### src/rtl/uis_pkg.sv
package uis_pkg;
  // register offsets (byte addresses on the parallel register port)
  localparam logic [7:0] EVENT_STATUS_OFFSET = 8'h18;
  localparam logic [7:0] CHIP_IDENT_OFFSET = 8'h70;
  localparam logic [7:0] FRAME_NUMBER_OFFSET = 8'h74;
  localparam logic [7:0] EVENT_ENABLE_OFFSET = 8'h14;
  localparam logic [7:0] OTG_CONTROL_OFFSET = 8'h12;
  // event bit positions
  localparam int EP_EVENT_LSB = 12;
  localparam int EP_EVENT_MSB = 25;
  localparam int CTRL_TX_BIT = 11;
  localparam int CTRL_RX_BIT = 10;
  localparam int RESERVED_BIT = 9;
  localparam int SETUP_BIT = 8;
  localparam int VBUS_BIT = 7;
  localparam int DMA_BIT = 6;
  localparam int SPEED_BIT = 5;
  localparam int RESUME_BIT = 4;
  localparam int SUSPEND_BIT = 3;
  localparam int TICK_BIT = 2;
  localparam int SOF_BIT = 1;
  localparam int BUS_RESET_BIT = 0;
  // writable/settable event bits: 25..10, 8..0
  localparam logic [31:0] EVENT_MASK = 32'h03ff_fdff;
  localparam logic [31:0] EVENT_RESET = 32'h0000_0000;
  localparam logic [31:0] EVENT_BUS_RESET = 32'h0000_0001;
  localparam logic [15:0] FRAME_RESET = 16'h0000;
  // arbitrary identity values, not of any real part
  localparam logic [15:0] CHIP_CODE_DEFAULT = 16'h5a3c;
  localparam logic [7:0] VERSION_DEFAULT = 8'h01;
  // timing
  localparam int CLK_PERIOD_NS = 100;
  localparam int TICK_FS_NS = 1000000;
  localparam int TICK_HS_NS = 125000;
  localparam int SE0_OTG_NS = 2000000;
  localparam int TICK_FS_CYCLES = TICK_FS_NS / CLK_PERIOD_NS;
  localparam int TICK_HS_CYCLES = TICK_HS_NS / CLK_PERIOD_NS;
  localparam int SE0_OTG_CYCLES = (SE0_OTG_NS + CLK_PERIOD_NS - 1) / CLK_PERIOD_NS;

  // hardware event sources
  typedef struct packed {
    logic [6:0] epTx;
    logic [6:0] epRx;
    logic ctrlTx;
    logic ctrlRx;
    logic setup;
    logic dmaChange;
    logic sofRx;
  } uis_events_type;

  // register port request
  typedef struct packed {
    logic rd;
    logic wr;
    logic [7:0] addr;
    logic [31:0] wdata;
  } uis_req_type;

  typedef enum logic [2:0] {
    BUS_IDLE = 3'b001,
    BUS_ACTIVE = 3'b010,
    BUS_SUSPEND = 3'b100
  } uis_bus_type;
endpackage

### src/rtl/uis_event_status.sv
`timescale 1ns/1ns
// Contract
// - tx/rx event bits for endpoints 7..1 at bits 25..12, descending
// - bit 11 control tx event, bit 10 control rx event
// - bit 8 set on setup token; bit 9 reserved
// - bit 7 set on vbus rising edge
// - bit 6 set when dma reason register changes
// - bit 5 set on full-speed to high-speed change
// - bit 5 not set on entering full-speed suspend
// - bit 4 set on suspend to active
// - bit 3 set on active to suspend
// - bit 2 set on each pseudo frame tick
// - pseudo tick free-running: 1 ms full speed, 125 us high speed
// - bit 1 set on each received frame start packet
// - bit 0 set on bus reset
// - with otg set, bit 0 reports 2 ms se0 instead of bus reset
// - read-only 24-bit ident: chip code low byte, then chip code high byte, over 8-bit version
// - frame number bits 10..0, microframe bits 13..11, read-only
// - 8-bit read of frame number gives lower byte first
// - writing one clears an event bit; zero leaves it
// - interrupt out while any enabled event bit is set
module uis_event_status #(
  parameter logic [15:0] CHIP_CODE = uis_pkg::CHIP_CODE_DEFAULT,
  parameter logic [7:0] VERSION = uis_pkg::VERSION_DEFAULT,
  parameter int TICK_FS = uis_pkg::TICK_FS_CYCLES,
  parameter int TICK_HS = uis_pkg::TICK_HS_CYCLES,
  parameter int SE0_LEN = uis_pkg::SE0_OTG_CYCLES
) (
  // clock and reset
  input wire logic clk,
  input wire logic rst_b,
  // register port
  input wire uis_pkg::uis_req_type req,
  input wire logic byteMode,
  output logic [31:0] rdata,
  output logic rvalid,
  // internal event sources (same clock)
  input wire uis_pkg::uis_events_type events,
  input wire logic [7:0] dmaReason,
  input wire logic highSpeed,
  input wire logic sofFrameValid,
  input wire logic [10:0] sofFrame,
  input wire logic [2:0] sofMicro,
  // pins from outside the clock domain
  input wire logic vbusPin,
  input wire logic busSuspendPin,
  input wire logic se0Pin,
  // interrupt and status
  output logic intOut,
  output logic busResetOut
);
  // synchronisers: stage one is read only by stage two
  logic [2:0] syncA;
  logic [2:0] syncB;
  always_ff @(posedge clk) begin
    syncA <= {vbusPin, busSuspendPin, se0Pin};
    syncB <= syncA;
  end
  logic vbusQ;
  logic suspendQ;
  logic se0Q;
  logic hsQ;
  logic [7:0] dmaQ;
  always_ff @(posedge clk) begin
    if (!rst_b) begin
      vbusQ <= 1'b0;
      suspendQ <= 1'b0;
      se0Q <= 1'b0;
      hsQ <= 1'b0;
      dmaQ <= 8'h00;
    end else begin
      vbusQ <= syncB[2];
      suspendQ <= syncB[1];
      se0Q <= syncB[0];
      hsQ <= highSpeed;
      dmaQ <= dmaReason;
    end
  end

  // bus state machine, tracks active/suspend
  uis_pkg::uis_bus_type busState;
  uis_pkg::uis_bus_type next_busState;
  wire goSuspend = (busState != uis_pkg::BUS_SUSPEND) && syncB[1] && !suspendQ;
  wire goActive = (busState == uis_pkg::BUS_SUSPEND) && !syncB[1];
  always_comb begin
    next_busState = busState;
    case (busState)
      uis_pkg::BUS_IDLE: begin
        if (!syncB[1]) next_busState = uis_pkg::BUS_ACTIVE;
      end
      uis_pkg::BUS_ACTIVE: begin
        if (goSuspend) next_busState = uis_pkg::BUS_SUSPEND;
      end
      uis_pkg::BUS_SUSPEND: begin
        if (goActive) next_busState = uis_pkg::BUS_ACTIVE;
      end
      default: next_busState = uis_pkg::BUS_IDLE;
    endcase
  end
  always_ff @(posedge clk) begin
    if (!rst_b) busState <= uis_pkg::BUS_IDLE;
    else busState <= next_busState;
  end

  // pseudo frame tick, free-running; restarts only on reset
  logic [31:0] tickCount;
  wire [31:0] tickLimit = highSpeed ? 32'(TICK_HS - 1) : 32'(TICK_FS - 1);
  wire frameTick = (tickCount >= tickLimit);
  always_ff @(posedge clk) begin
    if (!rst_b) tickCount <= 32'h0000_0000;
    else if (frameTick) tickCount <= 32'h0000_0000;
    else tickCount <= tickCount + 32'h0000_0001;
  end

  // cycles since the last tick; only the period check reads it
  logic [31:0] tickGap;
  always_ff @(posedge clk) begin
    if (!rst_b || frameTick) tickGap <= 32'h0000_0000;
    else tickGap <= tickGap + 32'h0000_0001;
  end

  // se0 length counter; saturates so a long se0 reports once
  logic [31:0] se0Count;
  wire se0Long = se0Q && (se0Count == 32'(SE0_LEN - 1));
  always_ff @(posedge clk) begin
    if (!rst_b || !se0Q) se0Count <= 32'h0000_0000;
    else if (se0Count != 32'(SE0_LEN)) se0Count <= se0Count + 32'h0000_0001;
  end

  // otg control and enable registers
  // address match, shared by the write strobes
  function automatic logic addrIs(input logic [7:0] a, input logic [7:0] off);
    return a == off;
  endfunction
  logic otgMode;
  logic [31:0] enable;
  wire wrEvent = req.wr && addrIs(req.addr, uis_pkg::EVENT_STATUS_OFFSET);
  wire wrEnable = req.wr && addrIs(req.addr, uis_pkg::EVENT_ENABLE_OFFSET);
  wire wrOtg = req.wr && addrIs(req.addr, uis_pkg::OTG_CONTROL_OFFSET);
  // interrupt must see a new mask in the same edge, else it lags a cycle
  wire [31:0] next_enable = wrEnable ? (req.wdata & uis_pkg::EVENT_MASK) : enable;
  always_ff @(posedge clk) begin
    if (!rst_b) begin
      otgMode <= 1'b0;
      enable <= uis_pkg::EVENT_RESET;
    end else begin
      if (wrOtg) otgMode <= req.wdata[0];
      if (wrEnable) enable <= req.wdata & uis_pkg::EVENT_MASK;
    end
  end

  // event set vector
  logic [31:0] setVec;
  wire busResetSeen = busResetOut;
  always_comb begin
    setVec = 32'h0000_0000;
    for (int i = 0; i < 7; i++) begin
      setVec[uis_pkg::EP_EVENT_LSB + 2*i + 1] = events.epTx[i];
      setVec[uis_pkg::EP_EVENT_LSB + 2*i] = events.epRx[i];
    end
    setVec[uis_pkg::CTRL_TX_BIT] = events.ctrlTx;
    setVec[uis_pkg::CTRL_RX_BIT] = events.ctrlRx;
    setVec[uis_pkg::SETUP_BIT] = events.setup;
    setVec[uis_pkg::VBUS_BIT] = syncB[2] && !vbusQ;
    setVec[uis_pkg::DMA_BIT] = (dmaReason != dmaQ) || events.dmaChange;
    // only a rising speed; suspend leaves highSpeed unchanged or low
    setVec[uis_pkg::SPEED_BIT] = highSpeed && !hsQ && !goSuspend;
    setVec[uis_pkg::RESUME_BIT] = goActive;
    setVec[uis_pkg::SUSPEND_BIT] = goSuspend;
    setVec[uis_pkg::TICK_BIT] = frameTick;
    setVec[uis_pkg::SOF_BIT] = events.sofRx;
    setVec[uis_pkg::BUS_RESET_BIT] = otgMode ? se0Long : (se0Long && !busResetSeen);
  end

  // sticky status: clear by one, set wins
  logic [31:0] status;
  wire [31:0] clrVec = wrEvent ? req.wdata : 32'h0000_0000;
  wire [31:0] next_status = ((status & ~clrVec) | setVec) & uis_pkg::EVENT_MASK;
  always_ff @(posedge clk) begin
    if (!rst_b) status <= uis_pkg::EVENT_RESET;
    else status <= next_status;
  end

  // bus reset level output, held while se0 is long and not in otg mode
  always_ff @(posedge clk) begin
    if (!rst_b) busResetOut <= 1'b0;
    else if (!se0Q) busResetOut <= 1'b0;
    else if (se0Long && !otgMode) busResetOut <= 1'b1;
  end

  // interrupt registered from the next masked status
  always_ff @(posedge clk) begin
    if (!rst_b) intOut <= 1'b0;
    else intOut <= |(next_status & next_enable);
  end

  // frame number latch on each good sof
  logic [15:0] frame;
  always_ff @(posedge clk) begin
    if (!rst_b) frame <= uis_pkg::FRAME_RESET;
    else if (sofFrameValid) frame <= {2'b00, sofMicro, sofFrame};
  end

  // read decode; byte mode returns low byte of frame first
  logic frameHalf;
  wire rdFrame = req.rd && (req.addr == uis_pkg::FRAME_NUMBER_OFFSET);
  wire [23:0] identWord = {CHIP_CODE[7:0], CHIP_CODE[15:8], VERSION};
  logic [31:0] readMux;
  always_comb begin
    if (req.addr == uis_pkg::EVENT_STATUS_OFFSET) readMux = status;
    else if (req.addr == uis_pkg::EVENT_ENABLE_OFFSET) readMux = enable;
    else if (req.addr == uis_pkg::OTG_CONTROL_OFFSET) readMux = {31'h0, otgMode};
    else if (req.addr == uis_pkg::CHIP_IDENT_OFFSET) readMux = {8'h00, identWord};
    else if (req.addr == uis_pkg::FRAME_NUMBER_OFFSET) begin
      if (byteMode) readMux = {24'h0, frameHalf ? frame[15:8] : frame[7:0]};
      else readMux = {16'h0000, frame};
    end else readMux = 32'h0000_0000;
  end
  always_ff @(posedge clk) begin
    if (!rst_b) begin
      rdata <= 32'h0000_0000;
      rvalid <= 1'b0;
      frameHalf <= 1'b0;
    end else begin
      rvalid <= req.rd;
      if (req.rd) rdata <= readMux;
      if (rdFrame && byteMode) frameHalf <= !frameHalf;
      else if (req.rd) frameHalf <= 1'b0;
    end
  end

  // checks
  AST_SET_WINS: assert property (@(posedge clk) disable iff (!rst_b)
    (rst_b && setVec[1]) |=> status[1]) else $error("sof event lost");
  AST_W1C: assert property (@(posedge clk) disable iff (!rst_b)
    (wrEvent && req.wdata[7] && !setVec[7]) |=> !status[7]) else $error("clear failed");
  AST_RESV: assert property (@(posedge clk) disable iff (!rst_b)
    (status[31:26] == 6'h00) && !status[9]) else $error("reserved bit set");
  AST_INT: assert property (@(posedge clk) disable iff (!rst_b)
    (|(status & enable)) |-> intOut) else $error("int missing");
  AST_INT_LOW: assert property (@(posedge clk) disable iff (!rst_b)
    !(|(status & enable)) |-> !intOut) else $error("int without source");
  AST_OTG: assert property (@(posedge clk) disable iff (!rst_b)
    otgMode |-> !busResetOut) else $error("bus reset in otg mode");
  AST_TICK: assert property (@(posedge clk) disable iff (!rst_b)
    frameTick |=> status[2]) else $error("pseudo tick lost");
  AST_EP7: assert property (@(posedge clk) disable iff (!rst_b)
    events.epTx[6] |=> status[25]) else $error("ep7 tx lost");
  AST_SUSPEND: assert property (@(posedge clk) disable iff (!rst_b)
    goSuspend |=> status[3] && busState == uis_pkg::BUS_SUSPEND) else $error("suspend");
  AST_FRAME: assert property (@(posedge clk) disable iff (!rst_b)
    sofFrameValid |=> frame[10:0] == $past(sofFrame)) else $error("frame not latched");

  // endpoint bits, one per buffer, fixed positions
  AST_EP1_RX: assert property (@(posedge clk) disable iff (!rst_b)
    events.epRx[0] |=> status[12]) else $error("ep1 rx lost");
  AST_EP1_TX: assert property (@(posedge clk) disable iff (!rst_b)
    events.epTx[0] |=> status[13]) else $error("ep1 tx lost");
  AST_EP2_RX: assert property (@(posedge clk) disable iff (!rst_b)
    events.epRx[1] |=> status[14]) else $error("ep2 rx lost");
  AST_EP2_TX: assert property (@(posedge clk) disable iff (!rst_b)
    events.epTx[1] |=> status[15]) else $error("ep2 tx lost");
  AST_EP3_RX: assert property (@(posedge clk) disable iff (!rst_b)
    events.epRx[2] |=> status[16]) else $error("ep3 rx lost");
  AST_EP3_TX: assert property (@(posedge clk) disable iff (!rst_b)
    events.epTx[2] |=> status[17]) else $error("ep3 tx lost");
  AST_EP4_RX: assert property (@(posedge clk) disable iff (!rst_b)
    events.epRx[3] |=> status[18]) else $error("ep4 rx lost");
  AST_EP4_TX: assert property (@(posedge clk) disable iff (!rst_b)
    events.epTx[3] |=> status[19]) else $error("ep4 tx lost");
  AST_EP5_RX: assert property (@(posedge clk) disable iff (!rst_b)
    events.epRx[4] |=> status[20]) else $error("ep5 rx lost");
  AST_EP5_TX: assert property (@(posedge clk) disable iff (!rst_b)
    events.epTx[4] |=> status[21]) else $error("ep5 tx lost");
  AST_EP6_RX: assert property (@(posedge clk) disable iff (!rst_b)
    events.epRx[5] |=> status[22]) else $error("ep6 rx lost");
  AST_EP6_TX: assert property (@(posedge clk) disable iff (!rst_b)
    events.epTx[5] |=> status[23]) else $error("ep6 tx lost");
  AST_EP7_RX: assert property (@(posedge clk) disable iff (!rst_b)
    events.epRx[6] |=> status[24]) else $error("ep7 rx lost");

  // control endpoint events
  AST_CTRL_TX: assert property (@(posedge clk) disable iff (!rst_b)
    events.ctrlTx |=> status[11]) else $error("control tx lost");
  AST_CTRL_RX: assert property (@(posedge clk) disable iff (!rst_b)
    events.ctrlRx |=> status[10]) else $error("control rx lost");
  AST_SETUP: assert property (@(posedge clk) disable iff (!rst_b)
    events.setup |=> status[8]) else $error("setup lost");

  // level changes seen on pins and side inputs
  AST_VBUS: assert property (@(posedge clk) disable iff (!rst_b)
    (syncB[2] && !vbusQ) |=> status[7]) else $error("vbus rise lost");
  AST_DMA: assert property (@(posedge clk) disable iff (!rst_b)
    (dmaReason != dmaQ) |=> status[6]) else $error("dma change lost");
  AST_SPEED: assert property (@(posedge clk) disable iff (!rst_b)
    ($rose(highSpeed) && !goSuspend) |=> status[5]) else $error("speed change lost");
  AST_NO_SPEED: assert property (@(posedge clk) disable iff (!rst_b)
    (goSuspend && !status[5]) |=> !status[5]) else $error("speed set on suspend");
  AST_RESUME: assert property (@(posedge clk) disable iff (!rst_b)
    goActive |=> status[4] && busState == uis_pkg::BUS_ACTIVE) else $error("resume");

  // tick spacing; a mode switch may shorten one gap but never stretch it
  AST_TICK_GAP: assert property (@(posedge clk) disable iff (!rst_b)
    tickGap < 32'(TICK_FS)) else $error("pseudo tick late");
  AST_TICK_SPACED: assert property (@(posedge clk) disable iff (!rst_b)
    frameTick |=> !frameTick) else $error("pseudo tick doubled");

  // long se0 handling in both modes
  AST_BUS_RESET: assert property (@(posedge clk) disable iff (!rst_b)
    (se0Long && !otgMode && !busResetOut) |=> status[0] && busResetOut) else $error("reset");
  AST_OTG_REPORT: assert property (@(posedge clk) disable iff (!rst_b)
    (se0Long && otgMode) |=> status[0]) else $error("se0 report lost");

  // read side
  AST_IDENT: assert property (@(posedge clk) disable iff (!rst_b)
    (req.rd && req.addr == uis_pkg::CHIP_IDENT_OFFSET) |=>
    rdata == {8'h00, CHIP_CODE[7:0], CHIP_CODE[15:8], VERSION}) else $error("ident");
  AST_FRAME_MICRO: assert property (@(posedge clk) disable iff (!rst_b)
    sofFrameValid |=> frame[13:11] == $past(sofMicro)) else $error("microframe");
  AST_RESV_FRAME: assert property (@(posedge clk) disable iff (!rst_b)
    frame[15:14] == 2'b00) else $error("frame reserved bits set");
  AST_FRAME_BYTE: assert property (@(posedge clk) disable iff (!rst_b)
    (rdFrame && byteMode && !frameHalf) |=>
    rdata == {24'h0, $past(frame[7:0])}) else $error("frame low byte");
  AST_HALF_TOGGLE: assert property (@(posedge clk) disable iff (!rst_b)
    (rdFrame && byteMode) |=> frameHalf != $past(frameHalf)) else $error("byte order");
  AST_RVALID: assert property (@(posedge clk) disable iff (!rst_b)
    req.rd |=> rvalid) else $error("read answer missing");
  AST_RVALID_PULSE: assert property (@(posedge clk) disable iff (!rst_b)
    !req.rd |=> !rvalid) else $error("read answer without read");

  // write one to clear, zero keeps
  AST_W1C_SETUP: assert property (@(posedge clk) disable iff (!rst_b)
    (wrEvent && req.wdata[8] && !events.setup) |=> !status[8]) else $error("setup clear");
  AST_ZERO_KEEPS: assert property (@(posedge clk) disable iff (!rst_b)
    (wrEvent && !req.wdata[8] && status[8]) |=> status[8]) else $error("zero cleared");

  COV_RESUME: cover property (@(posedge clk) disable iff (!rst_b) goActive);
  COV_CLEAR: cover property (@(posedge clk) disable iff (!rst_b) wrEvent ##1 intOut);
  COV_OTG: cover property (@(posedge clk) disable iff (!rst_b) otgMode && se0Long);
  COV_TICK_HS: cover property (@(posedge clk) disable iff (!rst_b) frameTick && highSpeed);
  COV_BUS_RESET: cover property (@(posedge clk) disable iff (!rst_b) busResetOut);
endmodule

### config.mk
export PLATFORM = sky130hd
export DESIGN_NAME = uis_event_status
export DESIGN_NICKNAME = d
export VERILOG_FILES = /design/src/rtl/uis_pkg.sv /design/src/rtl/uis_event_status.sv
export SDC_FILE = /design/constraint.sdc
export NUM_CORES = 1
export LEC_CHECK = 0
export BUFFER_PORTS_ARGS = -buffer_cell sky130_fd_sc_hd__buf_2
export CAP_MARGIN = 15
export CORE_MARGIN = 3
export CORE_UTILIZATION = 30
export CTS_CLUSTER_SIZE = 40
export DETAILED_ROUTE_END_ITERATION = 12
export PLACE_DENSITY = 0.58
export REMOVE_ABC_BUFFERS = 1
export SYNTH_ARGS = -nofsm -noshare
export SYNTH_HDL_FRONTEND = slang
export SYNTH_SLANG_ARGS = --single-unit
### constraint.sdc
create_clock -name clk -period 6.2 [get_ports clk]
set_input_delay 1.24 -clock clk [delete_from_list [all_inputs] [get_ports clk]]
set_output_delay 1.24 -clock clk [all_outputs]
set_load 0.02 [all_outputs]
==> flow_summary.toml <==
[status]
status = "completed"

[min_path]
hold_path.startpoint = "syncA[1]"
hold_class = "flop to flop"

[logic_synthesis]
synth_top_cells_by_count = "180 x dfxtp_1, 64 x nand2_1, 64 x nor2b_1, 60 x nor2_1, 45 x mux2i_1"
yosysTopAreaCell = "dfxtp_1"
synth_edf_count = 0
postSynthCellCount = 774
yosysMostFrequentCell = "dfxtp_1"
synth_cell_type_count = 55
syn_area_sq_mm = 0.007425
synth_flop_cell = "dfxtp_1"
synth_area_leaders = "dfxtp_1 49%, mux2i_1 6.1%, nor2b_1 5.4%, nand2_1 3.2%, nor2_1 3.0%"
ys_warn_count = 0
synth_seq_area_share_pct = 48.53
synth-async-reset-ratio_pct = 0
ys_ff_latch = 180
syn_area_per_cell_sq_um = 9.593
synth_top_area_share_pct = 48.53

[finish]
drive_above_1_share_pct = 17.28
nets = 994
final_cell_area_sq_mm = 0.008956
fillers = 2445
area_growth_pct = 20.63
n_antenna_cell = 0
final_core_util_pct = 37.48

[timing]
max_freq_ghz = 0.2504
rsz0062_at_grt = "no"
finalClockSkew_ns = 0.01404
period_share_pct = 64.41
setup_viol = 0
hold_viol_final = 0
fin_crit_ns = 3.994
report.final.slew_viol_count = 0
worstMarginPinSlew_ns = 1.048
slew_headroom_pct = 30.15
fin_tns_setup_ns = 0
holdWs_ns = 0.3282

[global_routing]
grt_max_degree = 79
grt_pass1_wl_um = 28990
grt_pass1_vias = 5575
grt-ovfl-total = 0
antenna_found_initial = 0
grt_util_all_layers_pct = 13.77

[job]
drv_cap = 0

[power]
finalPower_mw = 2.494
p_per_area_mw_per_mm2 = 278.5
pwr-share-comb_pct = 5.9
ir_worst_vdd_uv = 175.8
internal_power_mw = 1.911
swShare_pct = 23.38
p_leak_nw = 3.906
power_frac_clock_pct = 45.5
seqPwrFrac_pct = 48.6
switchingPower_uw = 583.3

[die]
ios = 126
die_height_um = 163.3
die_w_um = 163.3
core_area_sq_mm = 0.02389
num_rows = 56
die-area_sq_mm = 0.02667
initial_core_util_pct = 31.07

[cts]
root_buffer = "clkbuf_16"
clock_sinks = 180
cts_resized = 0
postCtsSetupBuffers = 0
clkLatencyLatePin_ns = 0.43
postCtsHoldBufs = 0
cts_tree = "built"
cts.clk_slew.worst_paths_ns = 0.07
clock_path_buffers = 2
h-tree-depth = 4
cts_buffers = 17

[drt]
dr.first_iter.drc_count = 357
wirelength_um = 18420
drc = 0
drtAntennaViolNets = 0
first_pass_iters = 5
wire_per_inst_um = 15.07
via_per_inst = 4.707
via_count = 5752

[worst_setup_path]
end_kind = "flop"
r2r_slack_ns = 3.53
cp_data_arrival_time_ns = 4.31
r2r-start = "se0Count[1]"
path_class = "input port to flop"
start_kind = "input port"
required_ns = 6.52
cp_max_fo = 19
crit_start = "req[37]"

[placement]
place_congestion = 0.7757
dpl_cell_area_sq_mm = 0.008319
port_buffers = 112
dp_hpwl_um = 13000
[critical path: stages]
cell     delay [ns]
buf_2          0.12
nor4b_4        0.51
nand3_2        0.69
buf_4          0.44
mux2i_1        0.21
o22ai_1        0.13
or4_1          0.51
o41a_1         0.42
[per-stage QoR]
step | cells | setup WS (ns)
floorplan | 753 | 2.390
global placement | 1190 | 1.718
detailed placement | 1190 | 1.724
CTS | 1221 | 2.183
global route | 1222 | 2.012
finish | 1222 | 2.206
[power by group through the flow]
stage          logic, mW  registers [mW]  clock network, mW
2_1_floorplan     0.0620            1.24                  0
3_3_place_gp       0.146            1.24                  0
3_5_place_dp       0.147            1.24                  0
4_1_cts            0.147            1.21               1.16
5_1_grt            0.164            1.22               1.20
6_report           0.147            1.21               1.13
[logic make-up after synthesis]
| kind of cell | share of synthesized area [%] |
|---|---|
| muxes | 6.218 |
| AOI/OAI and AO/OA | 12.91 |
| buffers and inverters | 3.202 |
| and+or+nand+nor | 21.64 |
| xor gates and xnor gates | 5.426 |
| adders and majority gates | 2.022 |
| other | 0.05051 |
| DFF | 48.53 |
[cells in the final DEF, fill, tap and decap left out, types with 7 or more instances in the layout]
master     count
a21oi_1       38
a221oi_1       8
a22oi_1       13
and2_1        18
and3_1         9
buf_2        112
clkbuf_16     17
conb_1        23
dfxtp_1      180
ha_1          12
inv_1         12
mux2i_1       45
nand2_1       64
nand3_1       22
nand4_1       10
nor2_1        60
nor2b_1       64
nor3_1         8
nor4_1        13
o211a_1       22
o211ai_1       7
o21ai_0       10
o22ai_1        8
xnor2_1       22
xor2_1        24
[routing by layer]
metal,global-route usage [%],part of all wire (%),vias to the layer above
met5,0,0,-
met4,3.922,1.2,0
met3,3.398,4.0,17
met2,21.94,47,101
met1,18.58,48,2703
li1,-,-,2931
[layout make-up]
| class | count | area (sq um) | share of cell area (%) |
|---|---|---|---|
| multi-input combinational | 561 | 3666 | 40.93 |
| sequential | 180 | 3603 | 40.23 |
| timing repair buffer | 119 | 633.1 | 7.069 |
| clock buffer | 19 | 442.9 | 4.946 |
| tap | 319 | 399.1 | 4.457 |
| clock inverter | 12 | 166.4 | 1.858 |
| inverter | 12 | 45.04 | 0.5029 |
[flip-flops by register name, summed over array words and instances, names as in the netlist]
register / flops
se0Count: 32
tickCount: 32
rdata: 26
enable: 25
status: 25
frame: 14
dmaQ: 8
busState: 3
syncA: 3
syncB: 3
busResetOut: 1
frameHalf: 1
hsQ: 1
intOut: 1
otgMode: 1
rvalid: 1
se0Q: 1
suspendQ: 1
vbusQ: 1
[worst paths after layout]
path / cells after the start / end
setup / recovery: 8 / intOut
hold / removal: 0 / syncB[1]
setup reg to reg: 8 / se0Count[30]
hold reg to reg: 0 / syncB[1]
Power figures use the tool's default switching activity.
